File: src/hw/uesq_pkg.sv
package uesq_pkg;

  // ==========================================================
  // host register offsets (byte addresses)
  localparam logic [7:0] REG_CTRL = 8'h00;
  localparam logic [7:0] REG_CFG = 8'h04;
  localparam logic [7:0] REG_TXDATA = 8'h08;
  localparam logic [7:0] REG_STATUS = 8'h0C;
  localparam logic [7:0] REG_IRQ_STAT = 8'h10;
  localparam logic [7:0] REG_IRQ_MASK = 8'h14;
  localparam logic [7:0] REG_RXDATA = 8'h18;

  // ==========================================================
  // command bits of the control register (write pulses)
  localparam int CMD_TX_START = 0;
  localparam int CMD_RX_START = 1;
  localparam int CMD_TX_STOP = 2;
  localparam int CMD_RX_STOP = 3;
  localparam int CMD_APPLY_CFG = 4;
  localparam int CMD_RX_READ = 5;

  // interrupt status bits
  localparam int IRQ_TX_LOADED = 0;
  localparam int IRQ_SEQ_DONE = 1;
  localparam int IRQ_RX_REFUSED = 2;
  localparam int IRQ_RX_READ = 3;
  localparam int IRQ_W = 4;

  // status register bits
  localparam int ST_TX_ON = 0;
  localparam int ST_RX_ON = 1;
  localparam int ST_BUSY = 2;
  localparam int ST_TX_PEND = 3;
  localparam int ST_LINE_LOW = 4;

  // ==========================================================
  // device register indexes on the device port
  localparam logic [1:0] DEV_MODE = 2'h0;
  localparam logic [1:0] DEV_TXBUF = 2'h1;
  localparam logic [1:0] DEV_TXSTAT = 2'h2;
  localparam logic [1:0] DEV_RXBUF = 2'h3;

  // operation mode register fields
  localparam int MODE_POWER = 7;
  localparam int MODE_TXE = 6;
  localparam int MODE_RXE = 5;
  localparam int MODE_PAR_HI = 4;
  localparam int MODE_PAR_LO = 3;
  localparam int MODE_CLEN = 2;
  // transmit status register: buffer-full flag
  localparam int TXSTAT_FULL = 1;

  // ==========================================================
  // reset values and timing
  localparam logic [2:0] CFG_RESET = 3'h0;
  localparam logic [IRQ_W-1:0] MASK_RESET = 4'h0;
  // rising base clock edges to wait: two guarantee one whole base period
  localparam logic [1:0] BASE_EDGES = 2'h2;

  typedef enum logic [3:0] {
    ST_IDLE    = 4'h0,
    ST_TX_PWR  = 4'h1,
    ST_TX_EN   = 4'h2,
    ST_TX_WAIT = 4'h3,
    ST_RX_PWR  = 4'h4,
    ST_RX_EN   = 4'h5,
    ST_RX_WAIT = 4'h6,
    ST_TX_OFF  = 4'h7,
    ST_RX_OFF  = 4'h8,
    ST_PWR_OFF = 4'h9,
    ST_POLL    = 4'hA,
    ST_LOAD    = 4'hB,
    ST_CFG_OFF = 4'hC,
    ST_CFG_SET = 4'hD,
    ST_RX_RD   = 4'hE
  } uesq_state_e;

endpackage

File: src/hw/uesq_dev_port.sv
`timescale 1ns/1ps
`default_nettype none
// one register access on the device port: strobe in cycle 1,
// data sampled in cycle 2, done pulse with data in cycle 3
module uesq_dev_port import uesq_pkg::*; (
  input wire logic clk,
  input wire logic reset_n,
  input wire logic ce,
  input wire logic go,
  input wire logic go_wr,
  input wire logic [1:0] go_addr,
  input wire logic [7:0] go_data,
  output logic [1:0] dev_addr,
  output logic [7:0] dev_wdata,
  output logic dev_wr,
  output logic dev_rd,
  input wire logic [7:0] dev_rdata,
  output logic done,
  output logic [7:0] rdata
);
  logic [1:0] addr_ff, nxt_addr;
  logic [7:0] wdata_ff, nxt_wdata, rdata_ff, nxt_rdata;
  logic wr_ff, nxt_wr, rd_ff, nxt_rd, smp_ff, nxt_smp, done_ff, nxt_done;

  // ==========================================================
  // next values
  always_comb begin
    nxt_addr = go ? go_addr : addr_ff;
    nxt_wdata = go ? go_data : wdata_ff;
    nxt_wr = go & go_wr;
    nxt_rd = go & ~go_wr;
    nxt_smp = wr_ff | rd_ff;
    nxt_done = smp_ff;
    // read data stand only in the cycle after the strobe
    nxt_rdata = smp_ff ? dev_rdata : rdata_ff;
  end

  always_ff @(posedge clk) begin
    if (!reset_n) begin
      addr_ff <= 2'h0;
      wdata_ff <= 8'h00;
      wr_ff <= 1'b0;
      rd_ff <= 1'b0;
      smp_ff <= 1'b0;
      done_ff <= 1'b0;
      rdata_ff <= 8'h00;
    end else if (ce) begin
      addr_ff <= nxt_addr;
      wdata_ff <= nxt_wdata;
      wr_ff <= nxt_wr;
      rd_ff <= nxt_rd;
      smp_ff <= nxt_smp;
      done_ff <= nxt_done;
      rdata_ff <= nxt_rdata;
    end
  end

  assign dev_addr = addr_ff;
  assign dev_wdata = wdata_ff;
  assign dev_wr = wr_ff;
  assign dev_rd = rd_ff;
  assign done = done_ff;
  assign rdata = rdata_ff;
endmodule
`default_nettype wire

File: src/hw/uesq_top.sv
`timescale 1ns/1ps
`default_nettype none
// What this block does
// - first transmit byte only after base wait
// - never load buffer while full flag set
// - a same-value byte written again is loaded again
// - check full flag before each repeat byte
// - power first, then transmit enable, then data
// - stop: transmit enable off, then power off
// - power, then receive enable, then base wait
// - stop: receive enable off, then power off
// - receive start only with idle-high line
// - enables cleared before parity, length change
module uesq_top import uesq_pkg::*; (
  input wire logic clk,
  input wire logic reset_n,
  input wire logic ce,
  input wire logic [7:0] addr,
  input wire logic [7:0] wdata,
  input wire logic wr,
  input wire logic rd,
  output logic [7:0] rdata,
  output logic irq,
  output logic [1:0] dev_addr,
  output logic [7:0] dev_wdata,
  output logic dev_wr,
  output logic dev_rd,
  input wire logic [7:0] dev_rdata,
  input wire logic base_clock,
  input wire logic serial_receive_input
);

  // ==========================================================
  // mode word for the device's operation mode register
  function automatic logic [7:0] mode_word(input logic pwr, input logic txe,
                                          input logic rxe, input logic [2:0] cfg);
    logic [7:0] m;
    m = 8'h00;
    m[MODE_POWER] = pwr;
    m[MODE_TXE] = txe;
    m[MODE_RXE] = rxe;
    m[MODE_PAR_HI] = cfg[2];
    m[MODE_PAR_LO] = cfg[1];
    m[MODE_CLEN] = cfg[0];
    return m;
  endfunction

  uesq_state_e state_ff, nxt_state;
  logic op_busy_ff, nxt_op_busy;
  logic tx_on_ff, nxt_tx_on, rx_on_ff, nxt_rx_on;
  logic [2:0] cfg_ff, nxt_cfg, cfg_act_ff, nxt_cfg_act;
  logic [7:0] txbuf_ff, nxt_txbuf, rxbuf_ff, nxt_rxbuf;
  logic tx_pend_ff, nxt_tx_pend;
  logic [IRQ_W-1:0] irq_stat_ff, nxt_irq_stat, irq_mask_ff, nxt_irq_mask;
  logic [IRQ_W-1:0] irq_set;
  logic [7:0] rdata_ff, nxt_rdata;
  logic irq_ff, nxt_irq;
  logic [1:0] edge_cnt_ff, nxt_edge_cnt;

  logic go, go_wr, op_done;
  logic [1:0] go_addr;
  logic [7:0] go_data, op_rdata;
  logic ctrl_wr, idle, base_rise, wait_done;

  assign ctrl_wr = wr && (addr == REG_CTRL);
  assign idle = (state_ff == ST_IDLE);
  assign wait_done = (edge_cnt_ff == BASE_EDGES);

  uesq_dev_port u_port (
    .clk(clk),
    .reset_n(reset_n),
    .ce(ce),
    .go(go),
    .go_wr(go_wr),
    .go_addr(go_addr),
    .go_data(go_data),
    .dev_addr(dev_addr),
    .dev_wdata(dev_wdata),
    .dev_wr(dev_wr),
    .dev_rd(dev_rd),
    .dev_rdata(dev_rdata),
    .done(op_done),
    .rdata(op_rdata)
  );

  // base clock rising edges for the enable-to-use waits
  uesq_edge_det u_base_edge (
    .clk(clk),
    .reset_n(reset_n),
    .ce(ce),
    .sig(base_clock),
    .rise(base_rise)
  );

  // ==========================================================
  // base clock edge counter used for the enable-to-use waits
  always_comb begin
    nxt_edge_cnt = edge_cnt_ff;
    if (state_ff != ST_TX_WAIT && state_ff != ST_RX_WAIT) begin
      nxt_edge_cnt = 2'h0;
    end else if (base_rise && !wait_done) begin
      nxt_edge_cnt = edge_cnt_ff + 2'h1;
    end
  end

  always_ff @(posedge clk) begin
    if (!reset_n) begin
      edge_cnt_ff <= 2'h0;
    end else if (ce) begin
      edge_cnt_ff <= nxt_edge_cnt;
    end
  end

  // ==========================================================
  // sequencer: one device access per operating state
  always_comb begin
    nxt_state = state_ff;
    nxt_op_busy = op_busy_ff;
    nxt_tx_on = tx_on_ff;
    nxt_rx_on = rx_on_ff;
    nxt_cfg_act = cfg_act_ff;
    nxt_rxbuf = rxbuf_ff;
    irq_set = '0;
    go = 1'b0;
    go_wr = 1'b1;
    go_addr = DEV_MODE;
    go_data = 8'h00;
    // issue once on entry, leave on the done pulse
    if (!idle && state_ff != ST_TX_WAIT && state_ff != ST_RX_WAIT) begin
      go = ~op_busy_ff;
      nxt_op_busy = op_done ? 1'b0 : 1'b1;
    end
    case (state_ff)
      ST_IDLE: begin
        // commands are taken only here; a busy sequencer ignores them
        if (ctrl_wr && wdata[CMD_TX_START]) begin
          nxt_state = ST_TX_PWR;
        end else if (ctrl_wr && wdata[CMD_RX_START]) begin
          if (serial_receive_input) begin
            nxt_state = ST_RX_PWR;
          end else begin
            irq_set[IRQ_RX_REFUSED] = 1'b1;
          end
        end else if (ctrl_wr && wdata[CMD_TX_STOP]) begin
          nxt_state = ST_TX_OFF;
        end else if (ctrl_wr && wdata[CMD_RX_STOP]) begin
          nxt_state = ST_RX_OFF;
        end else if (ctrl_wr && wdata[CMD_APPLY_CFG]) begin
          nxt_state = ST_CFG_OFF;
        end else if (ctrl_wr && wdata[CMD_RX_READ]) begin
          nxt_state = ST_RX_RD;
        end else if (tx_pend_ff && tx_on_ff) begin
          // any byte taken while not pending starts a load, same value or not
          nxt_state = ST_POLL;
        end
      end
      ST_TX_PWR: begin
        go_data = mode_word(1'b1, tx_on_ff, rx_on_ff, cfg_act_ff);
        if (op_done) nxt_state = ST_TX_EN;
      end
      ST_TX_EN: begin
        go_data = mode_word(1'b1, 1'b1, rx_on_ff, cfg_act_ff);
        if (op_done) nxt_state = ST_TX_WAIT;
      end
      ST_TX_WAIT: begin
        // data may follow only after a whole base clock period
        if (wait_done) begin
          nxt_tx_on = 1'b1;
          irq_set[IRQ_SEQ_DONE] = 1'b1;
          nxt_state = ST_IDLE;
        end
      end
      ST_RX_PWR: begin
        go_data = mode_word(1'b1, tx_on_ff, rx_on_ff, cfg_act_ff);
        if (op_done) nxt_state = ST_RX_EN;
      end
      ST_RX_EN: begin
        go_data = mode_word(1'b1, tx_on_ff, 1'b1, cfg_act_ff);
        if (op_done) nxt_state = ST_RX_WAIT;
      end
      ST_RX_WAIT: begin
        if (wait_done) begin
          nxt_rx_on = 1'b1;
          irq_set[IRQ_SEQ_DONE] = 1'b1;
          nxt_state = ST_IDLE;
        end
      end
      ST_TX_OFF: begin
        go_data = mode_word(1'b1, 1'b0, rx_on_ff, cfg_act_ff);
        if (op_done) begin
          nxt_tx_on = 1'b0;
          nxt_state = rx_on_ff ? ST_IDLE : ST_PWR_OFF;
          irq_set[IRQ_SEQ_DONE] = rx_on_ff;
        end
      end
      ST_RX_OFF: begin
        go_data = mode_word(1'b1, tx_on_ff, 1'b0, cfg_act_ff);
        if (op_done) begin
          nxt_rx_on = 1'b0;
          nxt_state = tx_on_ff ? ST_IDLE : ST_PWR_OFF;
          irq_set[IRQ_SEQ_DONE] = tx_on_ff;
        end
      end
      ST_PWR_OFF: begin
        // power drops only once both enables are already low
        go_data = mode_word(1'b0, 1'b0, 1'b0, cfg_act_ff);
        if (op_done) begin
          irq_set[IRQ_SEQ_DONE] = 1'b1;
          nxt_state = ST_IDLE;
        end
      end
      ST_POLL: begin
        go_wr = 1'b0;
        go_addr = DEV_TXSTAT;
        if (op_done) begin
          // full flag set: poll again, never overwrite a waiting byte
          nxt_state = op_rdata[TXSTAT_FULL] ? ST_POLL : ST_LOAD;
        end
      end
      ST_LOAD: begin
        go_addr = DEV_TXBUF;
        go_data = txbuf_ff;
        if (op_done) begin
          irq_set[IRQ_TX_LOADED] = 1'b1;
          nxt_state = ST_IDLE;
        end
      end
      ST_CFG_OFF: begin
        // the power bit is kept so enables drop before power; ST_CFG_SET then cuts power
        go_data = mode_word(tx_on_ff | rx_on_ff, 1'b0, 1'b0, cfg_act_ff);
        if (op_done) begin
          nxt_tx_on = 1'b0;
          nxt_rx_on = 1'b0;
          nxt_state = ST_CFG_SET;
        end
      end
      ST_CFG_SET: begin
        go_data = mode_word(1'b0, 1'b0, 1'b0, cfg_ff);
        if (op_done) begin
          nxt_cfg_act = cfg_ff;
          irq_set[IRQ_SEQ_DONE] = 1'b1;
          nxt_state = ST_IDLE;
        end
      end
      ST_RX_RD: begin
        go_wr = 1'b0;
        go_addr = DEV_RXBUF;
        if (op_done) begin
          nxt_rxbuf = op_rdata;
          irq_set[IRQ_RX_READ] = 1'b1;
          nxt_state = ST_IDLE;
        end
      end
      default: begin
        nxt_state = ST_IDLE;
        nxt_op_busy = 1'b0;
      end
    endcase
  end

  always_ff @(posedge clk) begin
    if (!reset_n) begin
      state_ff <= ST_IDLE;
      op_busy_ff <= 1'b0;
      tx_on_ff <= 1'b0;
      rx_on_ff <= 1'b0;
      cfg_act_ff <= CFG_RESET;
      rxbuf_ff <= 8'h00;
    end else if (ce) begin
      state_ff <= nxt_state;
      op_busy_ff <= nxt_op_busy;
      tx_on_ff <= nxt_tx_on;
      rx_on_ff <= nxt_rx_on;
      cfg_act_ff <= nxt_cfg_act;
      rxbuf_ff <= nxt_rxbuf;
    end
  end

  // ==========================================================
  // host registers: config, transmit holding byte, irq, read data
  always_comb begin
    nxt_cfg = (wr && addr == REG_CFG) ? wdata[2:0] : cfg_ff;
    nxt_irq_mask = (wr && addr == REG_IRQ_MASK) ? wdata[IRQ_W-1:0] : irq_mask_ff;
    nxt_txbuf = txbuf_ff;
    nxt_tx_pend = tx_pend_ff;
    if (state_ff == ST_LOAD && op_done) nxt_tx_pend = 1'b0;
    // one byte is held; a second write while pending is dropped
    if (wr && addr == REG_TXDATA && !tx_pend_ff) begin
      nxt_txbuf = wdata;
      nxt_tx_pend = 1'b1;
    end
    // read clears, but a new event in the same cycle survives
    nxt_irq_stat = irq_stat_ff;
    if (rd && addr == REG_IRQ_STAT) nxt_irq_stat = '0;
    nxt_irq_stat = nxt_irq_stat | irq_set;
    nxt_irq = |(nxt_irq_stat & nxt_irq_mask);
    nxt_rdata = 8'h00;
    if (rd) begin
      case (addr)
        REG_CFG: nxt_rdata = {5'h00, cfg_ff};
        REG_TXDATA: nxt_rdata = txbuf_ff;
        REG_STATUS: begin
          nxt_rdata[ST_TX_ON] = tx_on_ff;
          nxt_rdata[ST_RX_ON] = rx_on_ff;
          nxt_rdata[ST_BUSY] = ~idle;
          nxt_rdata[ST_TX_PEND] = tx_pend_ff;
          nxt_rdata[ST_LINE_LOW] = ~serial_receive_input;
        end
        REG_IRQ_STAT: nxt_rdata = {4'h0, irq_stat_ff};
        REG_IRQ_MASK: nxt_rdata = {4'h0, irq_mask_ff};
        REG_RXDATA: nxt_rdata = rxbuf_ff;
        default: nxt_rdata = 8'h00;
      endcase
    end
  end

  always_ff @(posedge clk) begin
    if (!reset_n) begin
      cfg_ff <= CFG_RESET;
      irq_mask_ff <= MASK_RESET;
      txbuf_ff <= 8'h00;
      tx_pend_ff <= 1'b0;
      irq_stat_ff <= '0;
      irq_ff <= 1'b0;
      rdata_ff <= 8'h00;
    end else if (ce) begin
      cfg_ff <= nxt_cfg;
      irq_mask_ff <= nxt_irq_mask;
      txbuf_ff <= nxt_txbuf;
      tx_pend_ff <= nxt_tx_pend;
      irq_stat_ff <= nxt_irq_stat;
      irq_ff <= nxt_irq;
      rdata_ff <= nxt_rdata;
    end
  end

  assign rdata = rdata_ff;
  assign irq = irq_ff;
endmodule
`default_nettype wire

File: src/hw/uesq_unused_placeholder_none.sv
`timescale 1ns/1ps
`default_nettype none
// rising-edge detector for the device base clock; the history flop
// starts low, so a base clock already high after reset counts once
module uesq_edge_det (
  input wire logic clk,
  input wire logic reset_n,
  input wire logic ce,
  input wire logic sig,
  output logic rise
);
  logic prev_ff, nxt_prev;

  // ==========================================================
  // history of the sampled level
  always_comb begin
    nxt_prev = sig;
  end

  always_ff @(posedge clk) begin
    if (!reset_n) begin
      prev_ff <= 1'b0;
    end else if (ce) begin
      prev_ff <= nxt_prev;
    end
  end

  // combinational on purpose: the edge is seen in the cycle it arrives
  assign rise = sig & ~prev_ff;
endmodule
`default_nettype wire

File: config.mk
export PLATFORM = sky130hd
export DESIGN_NAME = uesq_top
export DESIGN_NICKNAME = d
export VERILOG_FILES = /design/src/hw/uesq_pkg.sv /design/src/hw/uesq_dev_port.sv /design/src/hw/uesq_top.sv /design/src/hw/uesq_unused_placeholder_none.sv
export SDC_FILE = /design/constraint.sdc
export NUM_CORES = 1
export LEC_CHECK = 0
export ABC_AREA = 1
export BUFFER_PORTS_ARGS = -buffer_cell sky130_fd_sc_hd__buf_2
export CAP_MARGIN = 20
export CORE_AREA = 2 2 95 97
export CTS_BUF_LIST = sky130_fd_sc_hd__clkbuf_8
export CTS_CLUSTER_DIAMETER = 100
export DETAILED_ROUTE_END_ITERATION = 16
export DIE_AREA = 0 0 97 99
export PLACE_DENSITY = 0.64
export SKIP_CTS_REPAIR_TIMING = 1
export SYNTH_ARGS = -nofsm -noshare
export SYNTH_HDL_FRONTEND = slang
export SYNTH_SLANG_ARGS = --single-unit
File: constraint.sdc
create_clock -name clk -period 1.5 [get_ports clk]
set_input_delay 0.225 -clock clk [delete_from_list [all_inputs] [get_ports clk]]
set_output_delay 0.225 -clock clk [all_outputs]
set_load 0.005 [all_outputs]
==> run_results.csv, run 1 <==
group,metric,value,unit
min_path,hold_path_depth,3,
logic_synthesis,yosys.cell_count.top_type,"nand2_1",
detailed_routing,vias,4147,
final_layout,final_layout_size_suffix_gt1_share,30.2,%
detailed_routing,ant_nets,0,
timing,post-route-period-util,105,%
global_route,grt_pass1_wl,19300,um
die,num_rows,34,
power_and_ir_drop,ir_drop,0.543,mV
worst_setup_path,path_cells,"clkinvlp_4 > nor2_4 > nand2_2 > inv_2 > nor2_4 > buf_4 > a21oi_2 > nor2_1 > nand2_1 > o21ai_1 > a21oi_1",
die,start_util,44.1,%
logic_synthesis,async_flop_share,0,%
clocking,clk_path_buf_depth,2,
logic_synthesis,yosys_warnings,0,
timing,final-max-slew-violation-count,0,
die,die_y,99,um
global_route,grt_pass1_vias,3979,
power_and_ir_drop,seq_power_share,47.2,%
logic_synthesis,syn_avg_cell_area,6.52,um2
logic_synthesis,ys_seq_area_share,38.2,%
logic_synthesis,ys.flop_type,"dfxtp_1",
clocking,clk_latency,0.36,ns
die,die_x,97,um
logic_synthesis,syn_nets,611,
logic_synthesis,synthesis.area,3770,um2
power_and_ir_drop,p_sw,1.30,mW
min_path,hp-start,"dev_rdata[7]",
placement,placedCellCount,782,
global_route,use_met3,4.82,%
power_and_ir_drop,p_int,2.92,mW
die,core,8550,um2
logic_synthesis,synth-edff-count,0,
timing,tightest_slew,0.757,ns
global_route,gr-usage-met1,32.3,%
logic_synthesis,synth_top_area_share,38.2,%
logic_synthesis,yosys-top-cells-area,"dfxtp_1, nand2_1, o21ai_0",
power_and_ir_drop,clkPwrFrac,35.5,%
timing,slew-limit-headroom,49.5,%
timing,rsz0062_at_grt,"true",
detailed_routing,drt_first_pass_iters,5,
worst_setup_path,start_kind,"flop",
detailed_routing,first_iter_violations,177,
global_route,use_met2,43.0,%
clocking,cts_tree,"built",
worst_setup_path,r2r_setup_slack,-0.08,ns
timing,skew,0.0123,ns
timing,max_freq,632,MHz
clocking,cts_buffers,9,
timing,layout_min_cycle_time,1.58,ns
worst_setup_path,path_common_cell,"nor2_4",
placement,port_buffers,51,
placement,routabilityCongestion,0.920,
logic_synthesis,yosysTopAreaCell,"dfxtp_1",
power_and_ir_drop,pwr_density_cell,848,nW/um2
worst_setup_path,r2r_end,"edge_cnt_ff[0]$_SDFFE_PN0P_",
global_route,grt_max_degree,43,
clocking,clk_pin_slew,0.09,ns
power_and_ir_drop,pwr-share-comb,17.3,%
detailed_routing,remaining_drc_errors,0,
logic_synthesis,ys_top_cells_by_count,"nand2_1, dfxtp_1, nor2_1, o21ai_0, inv_1",
outcome,violations,"setup timing",
final_layout,n_antenna_cell,0,
worst_setup_path,cp_max_fo,6,
final_layout,final_area,4970,um2
min_path,min_delay_worst_endpoint,"u_port.rdata[7]$_SDFFE_PN0P_",
clocking,numClockSinks,72,
logic_synthesis,netlist_instances,579,
final_layout,layout.nets,723,
min_path,worstHoldPathType,"input pin to flop",
placement,hpwlAfterDp,9150,um
global_route,busiest_layer,"met2",
die,die-area,9600,um2
logic_synthesis,synth.ff_latch_count,72,
clocking,clock-root-buffer,"clkbuf_8",
global_route,antenna_found_initial,0,
worst_setup_path,worstPathRequired,1.80,ns
run,maxCapViolCount,0,
worst_setup_path,max_stage_delay,0.42,ns
final_layout,layout.cells.non_filler,804,
power_and_ir_drop,sw_frac_of_total,30.8,%
detailed_routing,wire_per_inst,15.0,um
timing,setup_violations,22,
worst_setup_path,r2r-start,"state_ff[2]$_SDFFE_PN0P_",
worst_setup_path,crit_type,"flop to flop",
worst_setup_path,critPathSlowestCell,"dfxtp_4",
worst_setup_path,rr_worst_depth,11,
global_route,gr-usage-all-layers,25.4,%
outcome,outcome,"finished with violations",
global_route,grt-ovfl-total,0,
final_layout,final_core_util,58.1,%
timing,finalSetupTns,-0.862,ns
detailed_routing,vias_per_cell,5.16,
power_and_ir_drop,p_leak,2.17,nW
placement,postPlaceCellArea,4560,um2
clocking,ctsHtreeMaxLevel,3,
timing,setup_slack,-0.0813,ns
logic_synthesis,ys_types,29,
final_layout,syn_to_final_growth,31.8,%
timing,hold_viol_final,0,
worst_setup_path,crit_path_end_kind,"flop",
detailed_routing,wl,12000,um
die,ios,52,
worst_setup_path,arrival,1.88,ns
-- worst max-delay path: cells and delay by family (launching register included) --
| family | cells | cell delay (ns) |
|---|---|---|
| buf+inv | 3 | 0.38 |
| flops | 1 | 0.42 |
| simple gates | 5 | 0.43 |
| compound gates | 3 | 0.29 |
-- cell usage in the layout, fill, tap and decap left out --
cell / Yosys / final
nand2_1: 129 / 116
dfxtp_1: 72 / 68
nor2_1: 72 / 65
inv_1: 63 / 63
buf_4: 3 / 63
o21ai_0: 70 / 62
buf_2: 2 / 51
a21oi_1: 59 / 50
nand3_1: 28 / 28
nand2_2: 4 / 16
nor2_4: 8 / 12
o21ai_1: 9 / 12
nor2_2: 7 / 10
clkbuf_8: 0 / 10
a21oi_2: 0 / 9
inv_2: 9 / 8
a211oi_1: 5 / 5
o21ai_2: 0 / 5
nand4_1: 4 / 4
dfxtp_4: 0 / 4
nand3_2: 3 / 3
nor3_1: 3 / 3
o22ai_1: 3 / 3
inv_6: 0 / 3
buf_12: 0 / 3
nor3_2: 2 / 2
clkinv_1: 4 / 2
clkinvlp_4: 0 / 2
a22oi_1: 2 / 2
a221oi_2: 0 / 2
o211ai_1: 2 / 2
inv_4: 0 / 1
nand2_4: 0 / 1
or2_2: 1 / 1
nand3b_1: 1 / 1
ha_2: 0 / 1
clkinv_2: 0 / 1
inv_8: 0 / 1
clkinv_4: 0 / 1
-- metrics by stage --
step	power (mW)	hold WS, ns	setup slack, ns
2_1_floorplan	2.38	0.360	0.0921
3_3_place_gp	2.64	0.440	-0.209
3_5_place_dp	2.65	0.440	-0.178
4_1_cts	4.13	0.0964	-0.208
5_1_grt	4.39	0.118	-0.184
6_report	4.22	0.104	-0.0813
-- state kept, by name (all words and copies together) (netlist names), 2 cells and up --
register,flops
rdata,8
rxbuf_ff,8
txbuf_ff,8
u_port.dev_wdata,8
u_port.rdata,8
irq_mask_ff,4
irq_stat_ff,4
state_ff,4
cfg_act_ff,3
cfg_ff,3
edge_cnt_ff,2
u_port.dev_addr,2
-- area by class of cell --
cell class / count / area (um2)
clock buffer: 10 / 138
clock inverter: 6 / 50.0
fill: 825 / 3580
inverter: 76 / 297
multi-input combinational: 415 / 2110
sequential: 72 / 1460
tap: 108 / 135
timing repair buffer: 117 / 788
-- logic make-up after synthesis --
| group | after synthesis | share of synthesized area (%) |
|---|---|---|
| adder cells (fa/ha/maj) | 1 | 0.332 |
| AND/OR/NAND/NOR | 262 | 30.7 |
| buffers and inverters | 92 | 9.72 |
| AO/OA/AOI/OAI | 152 | 21.1 |
| flip-flops | 72 | 38.2 |
-- metal layers --
| layer | routed length (um) | up-vias | share of wire, % |
|---|---|---|---|
| met2 | 5690 | 119 | 47 |
| met4 | 357 | 0 | 3.0 |
| met1 | 5380 | 1896 | 45 |
| met3 | 601 | 27 | 5.0 |
| met5 | 0 | - | 0 |
| li1 | - | 2105 | - |
-- how the worst max path moves through the flow --
stage                              from                          end  slack [ns]  cells after the start
2_1_floorplan  state_ff[3]$_SDFFE_PN0P_     state_ff[1]$_SDFFE_PN0P_        0.09                     12
3_3_place_gp   state_ff[2]$_SDFFE_PN0P_             irq$_SDFFE_PN0P_       -0.21                     13
3_5_place_dp   state_ff[2]$_SDFFE_PN0P_             irq$_SDFFE_PN0P_       -0.18                     13
4_1_cts        state_ff[2]$_SDFFE_PN0P_             irq$_SDFFE_PN0P_       -0.21                     13
5_1_grt        state_ff[2]$_SDFFE_PN0P_             irq$_SDFFE_PN0P_       -0.18                     13
6_report       state_ff[2]$_SDFFE_PN0P_  edge_cnt_ff[0]$_SDFFE_PN0P_       -0.08                     11
-- power groups by stage --
| stage | clock [mW] | sequential, mW | combinational [mW] |
|---|---|---|---|
| final | 1.50 | 1.99 | 0.729 |
| after global routing | 1.60 | 1.99 | 0.802 |
| after CTS | 1.52 | 1.98 | 0.626 |
| after detailed placement | 0 | 2.03 | 0.622 |
| after global placement | 0 | 2.03 | 0.615 |
| after floorplan | 0 | 2.02 | 0.361 |
(Power assumes the default switching activity.)
==> run 2, diff against run 1 <==
- CAP_MARGIN: 20 -> not set
- CORE_AREA: 2 2 95 97 -> 2 2 101 103
- DIE_AREA: 0 0 97 99 -> 0 0 103 105
- PLACE_DENSITY: 0.64 -> 0.58
==> run_results.csv, run 2 (synthesis results as in run 1) <==
group,metric,value,unit
outcome,violations,"setup timing",
timing,setup_violations,10,
power_and_ir_drop,pwr_density_cell,856,nW/um2
placement,postPlaceCellArea,4630,um2
min_path,hold_path_depth,3,
final_layout,mostFrequentLayoutCell,"nand2_1",
clocking,cts_buffers,9,
final_layout,final_layout_size_suffix_gt1_share,29.8,%
die,num_rows,36,
die,start_util,39.1,%
clocking,clk_path_buf_depth,2,
timing,hold_viol_final,0,
worst_setup_path,rr_worst_depth,9,
clocking,ctsHtreeMaxLevel,3,
worst_setup_path,r2r-start,"state_ff[0]$_SDFFE_PN0P_",
worst_setup_path,arrival,1.85,ns
timing,layout_min_cycle_time,1.56,ns
timing,tightest_slew,0.357,ns
worst_setup_path,start_kind,"flop",
final_layout,final_area,5030,um2
power_and_ir_drop,ir_drop,0.447,mV
final_layout,layout.nets,729,
global_route,grt_pass1_vias,3866,
timing,finalSetupTns,-0.311,ns
detailed_routing,drt_first_pass_iters,5,
die,ios,52,
placement,routabilityCongestion,0.944,
timing,final-max-slew-violation-count,0,
worst_setup_path,crit_path_end_kind,"flop",
final_layout,seq_area,1460,um2
worst_setup_path,startpoint,"state_ff[0]$_SDFFE_PN0P_",
timing,skew,0.0144,ns
min_path,worstHoldPathType,"input pin to flop",
timing,rsz0062_at_grt,"true",
timing,setup_slack,-0.0590,ns
clocking,clk_pin_slew,0.09,ns
placement,port_buffers,51,
placement,hpwlAfterDp,9450,um
global_route,grt_max_degree,43,
power_and_ir_drop,clkPwrFrac,37.3,%
timing,max_freq,641,MHz
clocking,numClockSinks,72,
detailed_routing,ant_nets,0,
detailed_routing,vias,4117,
worst_setup_path,worstPathRequired,1.80,ns
outcome,outcome,"finished with violations",
clocking,clock-root-buffer,"clkbuf_8",
global_route,grt-ovfl-total,0,
final_layout,final_cell_mix,"nand2_1, dfxtp_1, buf_4, nor2_1, o21ai_0",
die,core,9640,um2
power_and_ir_drop,p_sw,1.28,mW
worst_setup_path,crit_type,"flop to flop",
detailed_routing,wire_per_inst,14.4,um
timing,post-route-period-util,104,%
die,die_y,105,um
global_route,antenna_found_initial,0,
die,die_x,103,um
detailed_routing,first_iter_violations,241,
final_layout,n_fill_cell,1025,
power_and_ir_drop,p_leak,2.20,nW
run,maxCapViolCount,0,
clocking,cts_tree,"built",
min_path,hp-start,"dev_rdata[7]",
detailed_routing,remaining_drc_errors,0,
power_and_ir_drop,seq_power_share,46.1,%
global_route,grt_pass1_wl,19300,um
worst_setup_path,cp_max_fo,5,
die,die-area,10800,um2
clocking,clk_latency,0.36,ns
timing,whs,0.113,ns
final_layout,syn_to_final_growth,33.4,%
detailed_routing,wl,12000,um
timing,slew-limit-headroom,75.9,%
global_route,gr-usage-all-layers,22.9,%
power_and_ir_drop,pwr-share-comb,16.6,%
detailed_routing,vias_per_cell,4.93,
worst_setup_path,critPathSlowestCell,"dfxtp_4",
power_and_ir_drop,sw_frac_of_total,29.6,%
placement,place_ws,-0.327,ns
worst_setup_path,max_stage_delay,0.38,ns
final_layout,n_antenna_cell,0,
final_layout,multiInputGateArea,2100,um2
power_and_ir_drop,p_int,3.03,mW
worst_setup_path,path_cells,"nand2_2 > inv_2 > nand2_2 > inv_2 > nor2_4 > nand3_2 > buf_4 > or2_2 > a21oi_1",
[run 2: changes by cell type in the layout (fill, tap and decap cells not counted), sizes merged]
cell	delta
buf	+5
clkbuf	-1
nor2	+1
clkinv	+1
clkinvlp	-1
bufinv	+1
[run 2: power by group through the flow]
stage / Clock, mW / Combinational (mW) / Sequential, mW
3_3_place_gp: 0 / 0.629 / 2.03
5_1_grt: 1.72 / 0.786 / 1.99
2_1_floorplan: 0 / 0.361 / 2.02
3_5_place_dp: 0 / 0.636 / 2.03
6_report: 1.61 / 0.713 / 1.99
4_1_cts: 1.63 / 0.639 / 1.98
[run 2: area by class of cell]
type,instances,area share (%)
clock inverter,7,1.54
timing repair buffer,122,16.2
inverter,76,5.79
sequential,72,28.9
tap,133,3.31
multi-input combinational,416,41.7
clock buffer,9,2.46
[run 2: routing by layer]
layer  global-route usage, %  up-vias  part of all wire (%)
met4                    6.86        0                   1.9
met2                    38.5       80                    50
li1                        -     2121                     -
met1                    29.4     1898                    44
met5                       0        -                     0
met3                    4.01       18                   3.7
[run 2: per-stage QoR]
stage	instances	total power, mW	utilization (%)
after floorplan	579	2.38	-
after global placement	812	2.65	48.0
after detailed placement	812	2.66	48.0
after CTS	828	4.25	50.1
after global routing	835	4.50	52.2
final	835	4.31	52.2
[run 2: worst paths after layout]
check / endpoint / slack, ns
setup / recovery: op_busy_ff$_SDFFE_PN0P_ / -0.06
hold / removal: u_port.rdata[7]$_SDFFE_PN0P_ / 0.11
setup reg to reg: op_busy_ff$_SDFFE_PN0P_ / -0.06
hold reg to reg: rxbuf_ff[1]$_SDFFE_PN0P_ / 0.47
[run 2: critical path: cells and delay by family, from the launching register on]
kind	cells	cell delay (ns)
AO/OA/AOI/OAI	1	0.12
buffers and inverters	3	0.28
AND/OR/NAND/NOR	5	0.71
flip-flops	1	0.38
